### src/rtl/dram_init_pkg.sv
// Constants shared by the mode-register and power-up sequence tracker.
package dram_init_pkg;
  localparam int unsigned ADDR_W       = 15;
  localparam int unsigned REG_ADDR_W   = 8;
  localparam int unsigned DATA_W       = 32;
  // Register byte offsets.
  localparam logic [7:0] OFS_MR        = 8'h00;
  localparam logic [7:0] OFS_EMR1      = 8'h04;
  localparam logic [7:0] OFS_EMR2      = 8'h08;
  localparam logic [7:0] OFS_EMR3      = 8'h0C;
  localparam logic [7:0] OFS_STATUS    = 8'h10;
  localparam logic [7:0] OFS_CONTROL   = 8'h14;
  // Control field positions and reset value.
  localparam int unsigned CTL_CLR_ERR  = 0;
  localparam int unsigned CTL_STRICT   = 1;
  localparam logic [1:0] CTL_RESET     = 2'h2;
  // Status field positions.
  localparam int unsigned ST_DONE      = 0;
  localparam int unsigned ST_ERR       = 1;
  localparam int unsigned ST_OCD       = 2;
  localparam int unsigned ST_CKE       = 3;
  localparam int unsigned ST_REF_LO    = 4;
  localparam int unsigned ST_STATE_LO  = 8;
  // Mode register fields.
  localparam int unsigned MR_DLL_RST   = 8;
  localparam int unsigned MR_TEST      = 7;
  localparam int unsigned EMR_OCD_LO   = 7;
  localparam logic [2:0] OCD_DEFAULT   = 3'h7;
  localparam logic [2:0] OCD_EXIT      = 3'h0;
  localparam logic [ADDR_W-1:0] MODE_RESET = 15'h0000;
  // Precharge-all flag on the address bus.
  localparam int unsigned PRE_ALL_BIT  = 10;
  // Mode register selects on BA1:BA0.
  localparam logic [1:0] SEL_MR        = 2'h0;
  localparam logic [1:0] SEL_EMR1      = 2'h1;
  localparam logic [1:0] SEL_EMR2      = 2'h2;
  localparam logic [1:0] SEL_EMR3      = 2'h3;
  // Timing.
  localparam int unsigned CLK_PERIOD_NS = 25;
  localparam int unsigned CLK_MHZ       = 40;
  localparam int unsigned STABLE_US     = 200;
  localparam int unsigned STABLE_CYC    = STABLE_US * CLK_MHZ;
  localparam int unsigned CKE_NOP_NS    = 400;
  localparam int unsigned CKE_NOP_CYC   = (CKE_NOP_NS + CLK_PERIOD_NS - 1) / CLK_PERIOD_NS;
  localparam int unsigned OCD_WAIT_CK   = 200;
  localparam int unsigned MIN_REFRESH   = 2;
  localparam int unsigned CNT_W         = 16;
  localparam int unsigned SYNC_STAGES   = 2;
endpackage

### src/rtl/dram_cmd_if.sv
// Decoded command stream passed from the pin decoder to the sequence core.
`timescale 1ns/1ps
interface dram_cmd_if;
  import dram_init_pkg::*;
  logic              modeWrite;
  logic [1:0]        modeSel;
  logic [ADDR_W-1:0] modeData;
  logic              preAll;
  logic              refresh;
  logic              otherCmd;
  logic              ckeHigh;
  modport dec  (output modeWrite, modeSel, modeData, preAll, refresh, otherCmd, ckeHigh);
  modport core (input  modeWrite, modeSel, modeData, preAll, refresh, otherCmd, ckeHigh);
endinterface

### src/rtl/dram_cmd_decode.sv
// Pin synchroniser and command decoder for the memory command bus.
`timescale 1ns/1ps
module dram_cmd_decode
  import dram_init_pkg::*;
(
  input  wire logic              mclk,
  input  wire logic              rst_n,
  input  wire logic              cke,
  input  wire logic              csN,
  input  wire logic              rasN,
  input  wire logic              casN,
  input  wire logic              weN,
  input  wire logic [2:0]        ba,
  input  wire logic [ADDR_W-1:0] addr,
  dram_cmd_if.dec                cmd
);
  localparam int unsigned PW = ADDR_W + 8;

  // Bits are synchronised one by one; a command is decoded again on every mclk edge that the bus holds it.
  logic [PW-1:0] meta_q, meta_d, pin_q, pin_d;
  logic          mw_d, pre_d, ref_d, oth_d, cke_d;
  logic          mw_q, pre_q, ref_q, oth_q, cke_q;
  logic [1:0]    sel_q, sel_d;
  logic [ADDR_W-1:0] dat_q, dat_d;
  logic          cmdSel, pinCke, pinRas, pinCas, pinWe;
  logic [2:0]    pinBa;
  logic [ADDR_W-1:0] pinAddr;

  always_comb begin
    meta_d  = {cke, csN, rasN, casN, weN, ba, addr};
    pin_d   = meta_q;
    {pinCke, cmdSel, pinRas, pinCas, pinWe, pinBa, pinAddr} = pin_q;
    cmdSel  = ~cmdSel;
    cke_d   = pinCke;
    mw_d    = pinCke & cmdSel & ~pinRas & ~pinCas & ~pinWe & ~pinBa[2];
    sel_d   = pinBa[1:0];
    dat_d   = pinAddr;
    pre_d   = pinCke & cmdSel & ~pinRas & pinCas & ~pinWe & pinAddr[PRE_ALL_BIT];
    ref_d   = pinCke & cmdSel & ~pinRas & ~pinCas & pinWe;
    oth_d   = pinCke & cmdSel & ~(mw_d | pre_d | ref_d) & ~(pinRas & pinCas & pinWe);
  end

  always_ff @(posedge mclk or negedge rst_n) begin
    if (!rst_n) begin
      meta_q <= '0;
      pin_q  <= '0;
      mw_q   <= 1'b0;
      pre_q  <= 1'b0;
      ref_q  <= 1'b0;
      oth_q  <= 1'b0;
      cke_q  <= 1'b0;
      sel_q  <= 2'h0;
      dat_q  <= MODE_RESET;
    end else begin
      meta_q <= meta_d;
      pin_q  <= pin_d;
      mw_q   <= mw_d;
      pre_q  <= pre_d;
      ref_q  <= ref_d;
      oth_q  <= oth_d;
      cke_q  <= cke_d;
      sel_q  <= sel_d;
      dat_q  <= dat_d;
    end
  end

  assign cmd.modeWrite = mw_q;
  assign cmd.modeSel   = sel_q;
  assign cmd.modeData  = dat_q;
  assign cmd.preAll    = pre_q;
  assign cmd.refresh   = ref_q;
  assign cmd.otherCmd  = oth_q;
  assign cmd.ckeHigh   = cke_q;
endmodule

### src/rtl/dram_power_up_init.sv
// Mode registers and power-up sequence tracker of the memory device.
`timescale 1ns/1ps
module dram_power_up_init
  import dram_init_pkg::*;
#(
  parameter int unsigned STABLE_CYCLES = STABLE_CYC
) (
  input  wire logic                                 mclk,
  input  wire logic                                 rst_n,
  input  wire logic                                 cke,
  input  wire logic                                 csN,
  input  wire logic                                 rasN,
  input  wire logic                                 casN,
  input  wire logic                                 weN,
  input  wire logic [2:0]                           ba,
  input  wire logic [dram_init_pkg::ADDR_W-1:0]     addr,
  input  wire logic [dram_init_pkg::REG_ADDR_W-1:0] regAddr,
  input  wire logic [dram_init_pkg::DATA_W-1:0]     regWdata,
  input  wire logic                                 regWr,
  input  wire logic                                 regRd,
  output logic      [dram_init_pkg::DATA_W-1:0]     regRdata,
  output logic                                      initDone,
  output logic                                      seqError,
  output logic                                      dllResetPulse,
  output logic                                      ocdCalActive
);
  import dram_init_pkg::*;

  typedef enum logic [3:0] {
    S_POWER, S_NOP_WAIT, S_PRE1, S_EMR2, S_EMR3, S_DLL_EN, S_DLL_RST, S_PRE2,
    S_REFRESH, S_OP_MRS, S_OCD_DEF, S_OCD_EXIT, S_READY
  } seq_t;

  dram_cmd_if cmd ();

  dram_cmd_decode u_decode (
    .mclk  (mclk),
    .rst_n (rst_n),
    .cke   (cke),
    .csN   (csN),
    .rasN  (rasN),
    .casN  (casN),
    .weN   (weN),
    .ba    (ba),
    .addr  (addr),
    .cmd   (cmd)
  );

  ////////////////////////////////////////////////////////////////////////////
  logic [ADDR_W-1:0] mode_q [4];
  logic [ADDR_W-1:0] mode_d [4];
  logic [1:0]        ctl_q, ctl_d;
  logic [DATA_W-1:0] rdata_q, rdata_d;

  // Array data is not modelled here, so a mode write cannot disturb it.
  generate
    for (genvar i = 0; i < 4; i++) begin : g_mode
      always_comb begin
        mode_d[i] = mode_q[i];
        if (cmd.modeWrite && cmd.modeSel == 2'(i)) begin
          mode_d[i] = cmd.modeData;
        end
      end
      always_ff @(posedge mclk or negedge rst_n) begin
        if (!rst_n) begin
          mode_q[i] <= MODE_RESET;
        end else begin
          mode_q[i] <= mode_d[i];
        end
      end
    end
  endgenerate

  ////////////////////////////////////////////////////////////////////////////
  seq_t             state_q, state_d;
  logic [CNT_W-1:0] cnt_q, cnt_d;
  logic [CNT_W-1:0] dllCnt_q, dllCnt_d;
  logic [3:0]       refCnt_q, refCnt_d;
  logic             err_q, err_d;
  logic             done_q, done_d;
  logic             dllPulse_q, dllPulse_d;
  logic             ocd_q, ocd_d;
  logic             bad, strict;
  logic [2:0]       ocdBits;

  assign strict  = ctl_q[CTL_STRICT];
  assign ocdBits = cmd.modeData[EMR_OCD_LO +: 3];

  always_comb begin
    state_d    = state_q;
    cnt_d      = cnt_q;
    dllCnt_d   = dllCnt_q;
    refCnt_d   = refCnt_q;
    done_d     = done_q;
    ocd_d      = ocd_q;
    dllPulse_d = 1'b0;
    bad        = 1'b0;
    if (dllCnt_q != '1) begin
      dllCnt_d = dllCnt_q + 1'b1;
    end
    if (cmd.modeWrite && cmd.modeSel == SEL_MR && cmd.modeData[MR_DLL_RST]) begin
      dllPulse_d = 1'b1;
      dllCnt_d   = '0;
    end
    if (cmd.modeWrite && cmd.modeSel == SEL_MR && cmd.modeData[MR_TEST]) begin
      bad = 1'b1;
    end
    case (state_q)
      S_POWER: begin
        if (cnt_q != '1) begin
          cnt_d = cnt_q + 1'b1;
        end
        if (cmd.ckeHigh) begin
          bad     = (32'(cnt_q) < STABLE_CYCLES);
          cnt_d   = '0;
          state_d = S_NOP_WAIT;
        end
      end
      S_NOP_WAIT: begin
        if (cnt_q != '1) begin
          cnt_d = cnt_q + 1'b1;
        end
        if (cmd.modeWrite || cmd.refresh || cmd.otherCmd) begin
          bad = 1'b1;
        end else if (cmd.preAll) begin
          // The count starts one edge after the clock enable is seen, so one less is legal.
          bad     = (32'(cnt_q) < CKE_NOP_CYC - 1);
          state_d = S_EMR2;
        end
      end
      S_EMR2, S_EMR3, S_DLL_EN, S_DLL_RST, S_OP_MRS, S_OCD_DEF, S_OCD_EXIT: begin
        if (cmd.preAll || cmd.refresh || cmd.otherCmd) begin
          bad = 1'b1;
        end else if (cmd.modeWrite) begin
          state_d = seq_t'(state_q + 4'h1);
          case (state_q)
            S_EMR2:    bad = (cmd.modeSel != SEL_EMR2);
            S_EMR3:    bad = (cmd.modeSel != SEL_EMR3);
            S_DLL_EN:  bad = (cmd.modeSel != SEL_EMR1) || cmd.modeData[0];
            S_DLL_RST: bad = (cmd.modeSel != SEL_MR) || !cmd.modeData[MR_DLL_RST];
            S_OP_MRS:  bad = (cmd.modeSel != SEL_MR) || cmd.modeData[MR_DLL_RST];
            S_OCD_DEF: begin
              bad   = (cmd.modeSel != SEL_EMR1) || (ocdBits != OCD_DEFAULT)
                      || (32'(dllCnt_q) < OCD_WAIT_CK - 1);
              ocd_d = 1'b1;
            end
            default: begin
              bad    = (cmd.modeSel != SEL_EMR1) || (ocdBits != OCD_EXIT);
              ocd_d  = 1'b0;
              done_d = 1'b1;
            end
          endcase
          if (state_q == S_DLL_RST) begin
            state_d = S_PRE1;
          end
        end
      end
      S_PRE1: begin
        // Second precharge-all after the DLL reset write.
        if (cmd.preAll) begin
          state_d  = S_REFRESH;
          refCnt_d = '0;
        end else if (cmd.modeWrite || cmd.refresh || cmd.otherCmd) begin
          bad = 1'b1;
        end
      end
      S_REFRESH: begin
        if (cmd.refresh) begin
          if (refCnt_q != '1) begin
            refCnt_d = refCnt_q + 1'b1;
          end
        end else if (cmd.modeWrite) begin
          bad     = (32'(refCnt_q) < MIN_REFRESH) || (cmd.modeSel != SEL_MR)
                    || cmd.modeData[MR_DLL_RST];
          state_d = S_OCD_DEF;
        end else if (cmd.preAll || cmd.otherCmd) begin
          bad = 1'b1;
        end
      end
      S_READY: begin
        // Re-programming is allowed any time, but an MR write with the test bit set still faults; registers simply follow.
      end
      default: state_d = S_POWER;
    endcase
    if (state_q != S_READY && cmd.otherCmd) begin
      bad = 1'b1;
    end
    if (done_d && state_q == S_OCD_EXIT) begin
      state_d = S_READY;
    end
    // A new fault wins over a software clear in the same cycle.
    err_d = (err_q && !(regWr && regAddr == OFS_CONTROL && regWdata[CTL_CLR_ERR]))
            || (bad && strict);
  end

  always_ff @(posedge mclk or negedge rst_n) begin
    if (!rst_n) begin
      state_q    <= S_POWER;
      cnt_q      <= '0;
      dllCnt_q   <= '1;
      refCnt_q   <= 4'h0;
      err_q      <= 1'b0;
      done_q     <= 1'b0;
      dllPulse_q <= 1'b0;
      ocd_q      <= 1'b0;
    end else begin
      state_q    <= state_d;
      cnt_q      <= cnt_d;
      dllCnt_q   <= dllCnt_d;
      refCnt_q   <= refCnt_d;
      err_q      <= err_d;
      done_q     <= done_d;
      dllPulse_q <= dllPulse_d;
      ocd_q      <= ocd_d;
    end
  end

  ////////////////////////////////////////////////////////////////////////////
  always_comb begin
    ctl_d   = ctl_q;
    rdata_d = '0;
    if (regWr && regAddr == OFS_CONTROL) begin
      ctl_d = {regWdata[CTL_STRICT], 1'b0};
    end
    if (regRd) begin
      case (regAddr)
        OFS_MR:      rdata_d = DATA_W'(mode_q[SEL_MR]);
        OFS_EMR1:    rdata_d = DATA_W'(mode_q[SEL_EMR1]);
        OFS_EMR2:    rdata_d = DATA_W'(mode_q[SEL_EMR2]);
        OFS_EMR3:    rdata_d = DATA_W'(mode_q[SEL_EMR3]);
        OFS_CONTROL: rdata_d = DATA_W'(ctl_q);
        OFS_STATUS: begin
          rdata_d[ST_DONE]                = done_q;
          rdata_d[ST_ERR]                 = err_q;
          rdata_d[ST_OCD]                 = ocd_q;
          rdata_d[ST_CKE]                 = cmd.ckeHigh;
          rdata_d[ST_REF_LO +: 4]         = refCnt_q;
          rdata_d[ST_STATE_LO +: 4]       = state_q;
        end
        default:     rdata_d = '0;
      endcase
    end
  end

  always_ff @(posedge mclk or negedge rst_n) begin
    if (!rst_n) begin
      ctl_q   <= CTL_RESET;
      rdata_q <= '0;
    end else begin
      ctl_q   <= ctl_d;
      rdata_q <= rdata_d;
    end
  end

  assign regRdata      = rdata_q;
  assign initDone      = done_q;
  assign seqError      = err_q;
  assign dllResetPulse = dllPulse_q;
  assign ocdCalActive  = ocd_q;
endmodule

### config.mk
export PLATFORM = sky130hd
export DESIGN_NAME = dram_power_up_init
export DESIGN_NICKNAME = d
export VERILOG_FILES = /design/src/rtl/dram_init_pkg.sv /design/src/rtl/dram_cmd_if.sv /design/src/rtl/dram_cmd_decode.sv /design/src/rtl/dram_power_up_init.sv
export SDC_FILE = /design/constraint.sdc
export NUM_CORES = 1
export LEC_CHECK = 0
export CORE_UTILIZATION = 60
export DETAILED_ROUTE_END_ITERATION = 12
export DONT_BUFFER_PORTS = 1
export HOLD_SLACK_MARGIN = 0.05
export PLACE_DENSITY = 0.85
export REMOVE_ABC_BUFFERS = 1
export SYNTH_ARGS = -nofsm -noshare
export SYNTH_HDL_FRONTEND = slang
export SYNTH_SLANG_ARGS = --single-unit
### constraint.sdc
create_clock -name mclk -period 4.56 [get_ports mclk]
set_input_delay 0.912 -clock mclk [delete_from_list [all_inputs] [get_ports mclk]]
set_output_delay 0.912 -clock mclk [all_outputs]
set_load 0.005 [all_outputs]
==> out/metrics.yaml, run 1 <==
dp_cells: 809
routedWlPerCell_um: 18.1
final.period_utilization_pct: 60.2
design_area_um2: 8510
cts_made_buffers: 17
drc: 0
busiest_layer: "met2"
cts_tree: "yes"
fmax_mhz: 364
first_pass_iters: 6
peakVddDrop_uv: 390
numPortBuffers: 0
worstSetupEndpointType: "flop"
r2r_start: "state_q[1]"
synthArstFlopShare_pct: 100
avgSynthCellArea_um2: 11.9
leakage_nw: 3.72
maxCapViolations: 0
dieWidth_um: 117
synth_edf_count: 0
met3_usage_pct: 5.51
fillCellCount: 879
routed_wl_um: 15200
cts.sinks: 188
status: "complete, no violations"
fin_skew_ps: 8.71
grt_setup_unrepaired: "no"
maxSlewHeadroom_pct: 38.9
placed_area_um2: 7960
hpwl_um: 9840
ctsResizeCount: 0
yosysWarnings: 0
ff2ff_setup_slack_ps: 1810
grt_antenna_before_repair: 0
rows: 41
setup_tns_ps: 0
syn2layout_area_growth_pct: 7.35
coreArea_um2: 12800
synth.yosys.seq_area_share_pct: 59.6
finalHoldViolCount: 0
grtUsageMet1_pct: 30.8
min_path_type: "input port to asynchronous set/reset pin"
grt_pass1_vias: 5086
vias: 5185
cts_buffer_depth: 2
power_density_nw_per_um2: 487
die_h_um: 117
maxSlewViolCount: 0
crit_path_start: "state_q[1]"
grt_pass1_wl_um: 24900
post-cts-setup-buffers: 0
ctsHoldBuffers: 0
io_pins: 103
clk_pin_slew_ps: 70
setup_violations: 0
layout_min_cycle_time_ps: 2750
dieArea_um2: 13700
ys_ff_latch: 188
htreeDepth: 4
overflow: 0
critPathRequiredTime_ps: 4920
cp_max_fo: 15
layout.cells.non_filler: 840
routabilityCongestion: 0.935
drtIter0Drc: 498
yosys-top-cells-area: "dfrtp_1, mux2_2, dfstp_2"
multiInputGateArea_um2: 2970
ant_nets: 0
layout-drive-gt1-share_pct: 18.3
synthCells: 664
crit_arrival_ps: 3110
clock-root-buffer: "clkbuf_16"
globalRouteMet2Util_pct: 40.0
num_antenna_cells: 0
nets: 730
worst_setup_path_start_kind: "flop"
yosysTopAreaCell: "dfrtp_1"
clock_latency_ps: 420
synth_cell_type_count: 61
start_util_pct: 62.1
tightest_slew_ps: 913
seq_area_um2: 4730
grt_max_degree: 189
synth_top_area_share_pct: 54.0
holdWs_ps: 184
drt-vias-per-instance: 6.17
syn-cell-area_um2: 7930
crit_type: "flop to flop"
synth_ff_type: "dfrtp_1"
grt_use_total_pct: 24.1
cell usage in the layout, fill, tap and decap left out, types with 5 or more instances in the layout:
cell type and n:
dfrtp_1 171, mux2_2 62, nand2_1 47, nor2_1 46, a22oi_1 30, nand3_1 29, o21ai_0 24, nor3_1 20
conb_1 17, clkbuf_16 17, dfstp_2 17, a31oi_1 16, a21oi_1 14, nand4_1 13, xor2_1 11, and3_1 10
inv_1 9, nor2b_1 7, ha_1 7, nor4_1 6, mux2i_1 6, xnor2_1 6, and2_1 5, o211ai_1 5
inv_6 5
cell usage after synthesis, drive strengths merged (2+ instances only):
| library cell | number |
|---|---|
| and3 | 10 |
| o21bai | 2 |
| nor2b | 7 |
| a21oi | 14 |
| nand2b | 4 |
| nand4 | 13 |
| a21o | 2 |
| buf | 31 |
| inv | 9 |
| o31ai | 3 |
| xnor2 | 6 |
| nand3b | 4 |
| dfstp | 17 |
| xor2 | 11 |
| nor3b | 6 |
| ha | 7 |
| mux2 | 62 |
| nor2 | 48 |
| mux2i | 6 |
| clkbuf | 14 |
| a221o | 2 |
| nand3 | 29 |
| nor4 | 6 |
| a22oi | 30 |
| nor3 | 22 |
| o211ai | 5 |
| a21boi | 3 |
| o2bb2ai | 2 |
| or3 | 2 |
| and2 | 5 |
| o21ai | 24 |
| and4 | 2 |
| dfrtp | 171 |
| a211oi | 3 |
| o41ai | 2 |
| o311ai | 2 |
| a22o | 2 |
| nand2 | 47 |
| a31oi | 16 |
where the power goes:
part | internal [W] | switching, W | total [W]
Clock | 0.000759 | 0.000633 | 0.00139
Combinational | 0.000297 | 0.000433 | 0.000730
Sequential | 0.00184 | 0.000185 | 0.00203
Total | 0.00290 | 0.00125 | 0.00415
critical path, cell delays in order (launching register included):
cell	delay [ps]
dfrtp_1	470
inv_1	140
ha_1	520
inv_1	160
a31oi_1	300
nand2_1	190
o41ai_1	510
and3_1	260
a221o_1	120
cell families (layout without fill, tap and decap cells):
| kind of cell | Yosys count | after routing | share of synthesized area, % |
|---|---|---|---|
| fa+ha+maj | 7 | 7 | 1.10 |
| mux | 69 | 69 | 9.84 |
| other cells | 1 | 17 | 0.0473 |
| simple gates | 208 | 208 | 13.4 |
| compound gates | 120 | 120 | 10.3 |
| flops | 188 | 188 | 59.6 |
| buf+inv | 54 | 42 | 3.79 |
| xor+xnor | 17 | 17 | 1.88 |
cell type report:
cell class	instances	share of cell area, %
flip-flops and latches	188	55.5
multi-input cells	438	34.8
clock buffers	17	5.00
well taps	172	2.53
clock inverters	14	1.57
inverters	9	0.397
repair buffers	2	0.176
stage by stage:
stage	utilization, %	setup WS [ps]	power [W]
detailed placement	62.3	1430	0.00276
floorplan	-	1930	0.00256
finish	66.7	1810	0.00415
CTS	66.7	1840	0.00415
global route	66.7	1580	0.00435
global placement	62.3	1480	0.00271
path summary, 6_finish.rpt:
path | end | cells after the start
worst max-delay path | state_q[2] | 8
worst min-delay path | cnt_q[6] | 0
worst max register to register | state_q[2] | 8
worst min register to register | u_decode.pin_q[17] | 0
max in group asynchronous | dllCnt_q[15] | 0
min in group mclk | u_decode.pin_q[17] | 0
metal layers:
layer  vias up  part of all wire (%)
met5         -                     0
met4         0                   2.3
met3        28                   6.4
met2       225                    50
met1      2583                    41
li1       2349                     -
flip-flops by register name (all words and copies together) (netlist names), 2 cells and up:
register / flops
cnt_q: 16
dllCnt_q: 16
mode_q: 60
refCnt_q: 4
regRdata: 15
state_q: 4
u_decode.cmd.modeData: 15
u_decode.cmd.modeSel: 2
u_decode.meta_q: 23
u_decode.pin_q: 23
No activity file was read; power rests on OpenSTA's default activity.
==> run 2: changes to the inputs <==
Settings changed: CORE_UTILIZATION 60 to 57, PLACE_DENSITY 0.85 to 0.84.
Clock period 4.56 ns to 2.3 ns, I/O delays scaled along.
==> run 2 against run 1 <==
  * The flow now finishes with violations (hold timing)
  * Wire length increased by 14%
  * Global-route usage grew 1.7 points
  * Worst hold slack got worse by 480 ps
  * Setup slack worse by 1700 ps
  * Power is 110% higher
  * Critical path type unchanged
==> out/metrics.yaml, run 2 (synthesized netlist as in run 1, its figures left out) <==
status: "finished, violations left"
violations: "hold timing"
critPathRequiredTime_ps: 2600  # -2320 ps
mostFrequentLayoutCells: "dfrtp_1, mux2_2, nand2_1"
ctsHoldBuffers: 23  # +23
cp_max_fo: 6  # -9
cts_tree: "yes"
fin_skew_ps: 12.1  # +3.34 ps
dieArea_um2: 14400  # +5.2%
layout_min_cycle_time_ps: 2190  # -552 ps
rows: 42  # +2.4%
fin_ws_ps: 107  # -1710 ps
grt_max_degree: 189  # unchanged
largest_reg_flops: 60  # unchanged
grt_use_total_pct: 25.8  # +1.7 points
leakage_nw: 4.00  # +7.6%
fillCellCount: 900  # +2.4%
routed_wl_um: 17300  # +14%
crit_path_start: "state_q[1]"
power_w: 0.00871  # +110%
clock-root-buffer: "clkbuf_16"
htreeDepth: 4  # unchanged
dieWidth_um: 120  # +2.6%
overflow: 0  # unchanged
setup_violations: 0  # unchanged
largestRegisters: "mode_q x60, u_decode.meta_q x23, u_decode.pin_q x23"
die_h_um: 120  # +2.6%
drtIter0Drc: 418  # -16%
maxSlewHeadroom_pct: 58.5  # +20 points
routabilityCongestion: 0.863  # -7.6%
placed_area_um2: 8240  # +3.6%
syn2layout_area_growth_pct: 14.5
clock_latency_ps: 430  # about the same
cts.sinks: 188  # unchanged
maxCapViolations: 0  # unchanged
routedWlPerCell_um: 19.3  # +6.4%
start_util_pct: 59.2  # -2.9 points
worstSetupEndpointType: "flop"
power_density_nw_per_um2: 960  # +97%
final_common_cell: "dfrtp_1"
reg2reg_depth: 9  # +1
fmax_mhz: 456  # +25%
min_path_type: "input port to asynchronous set/reset pin"
crit_arrival_ps: 2500  # -610 ps
grt_pass1_wl_um: 28400  # +14%
finalHoldViolCount: 188  # +188
hpwl_um: 10500  # +6.3%
vias: 5467  # +5.4%
worst_setup_path_start_kind: "flop"
cts_made_buffers: 17  # unchanged
drt-vias-per-instance: 6.08  # -1.5%
dp_cells: 845  # +4.4%
final.period_utilization_pct: 95.4  # +35 points
regMostFlops: "mode_q"
grt_pass1_vias: 5594  # +10%
design_area_um2: 9080  # +6.6%
layout.cells.non_filler: 899  # +7.0%
coreArea_um2: 13400  # +4.9%
pre_cts_slack_ps: 56.4  # -1380 ps
grt_antenna_before_repair: 0  # unchanged
peakVddDrop_uv: 576  # +48%
crit_type: "flop to flop"
clk_pin_slew_ps: 70  # about the same
r2r_start: "state_q[1]"
maxSlewViolCount: 0  # unchanged
first_pass_iters: 5  # -1
ant_nets: 0  # unchanged
num_antenna_cells: 0  # unchanged
layout-drive-gt1-share_pct: 22.1  # +3.9 points
nets: 785  # +7.5%
drc: 0  # unchanged
io_pins: 103  # unchanged
numPortBuffers: 0  # unchanged
cts_buffer_depth: 2  # unchanged
tightest_slew_ps: 614  # -299 ps
holdWs_ps: -292  # -475 ps
[run 2: where the power goes]
part           switching, W  leakage, nW  internal (W)
clock               0.00130        0.282       0.00157
sequential         0.000331         2.38       0.00365
combinational       0.00100         1.34      0.000851
[run 2: worst paths after layout]
| kind | endpoint | slack (ps) |
|---|---|---|
| worst max-delay path | seqError | 110 |
| worst min-delay path | regRdata[13] | -290 |
| worst max register to register | seqError | 110 |
| worst min register to register | u_decode.pin_q[17] | 350 |
| max in group asynchronous | dllCnt_q[0] | 2310 |
| min in group mclk | regRdata[1] | 170 |
[run 2: cell type report]
cell class | instances | area [um2] | share of cell area [%]
well taps | 176 | 220 | 2.43
repair buffers | 57 | 523 | 5.76
multi-input cells | 438 | 2990 | 33.0
clock buffers | 19 | 453 | 4.99
inverters | 9 | 33.8 | 0.372
flip-flops and latches | 188 | 4730 | 52.1
clock inverters | 12 | 130 | 1.43
[run 2: metal layers]
metal  routed length, um  track usage, %  vias up
met5                   0               0        -
met4                 422            10.5        0
met3                1050            6.18       41
met2                8910            43.4      212
met1                6970            32.1     2760
li1                    -               -     2454
[run 2: through the flow]
stage	util (%)	hold slack [ps]	setup TNS (ps)
after floorplan	-	164	-21.6
after global placement	61.5	169	0
after detailed placement	61.5	167	0
after CTS	67.5	-295	0
after global routing	67.7	-304	-166
final	67.7	-292	0
[run 2: worst max-delay path, stage by stage, from the launching register on]
cell and delay, ps:
dfrtp_1 470, inv_1 150, ha_2 270, nor2_1 90, a31oi_2 220, nand2_1 110, buf_4 170, nand3_1 60
nand4_1 120, a221o_1 390
[run 2: what timing repair did]
item	4_1_cts	5_1_grt
hold endpoints to repair	211	188
endpoints found under the setup margin	0	9
resized for setup	0	6
buffers inserted	0	0
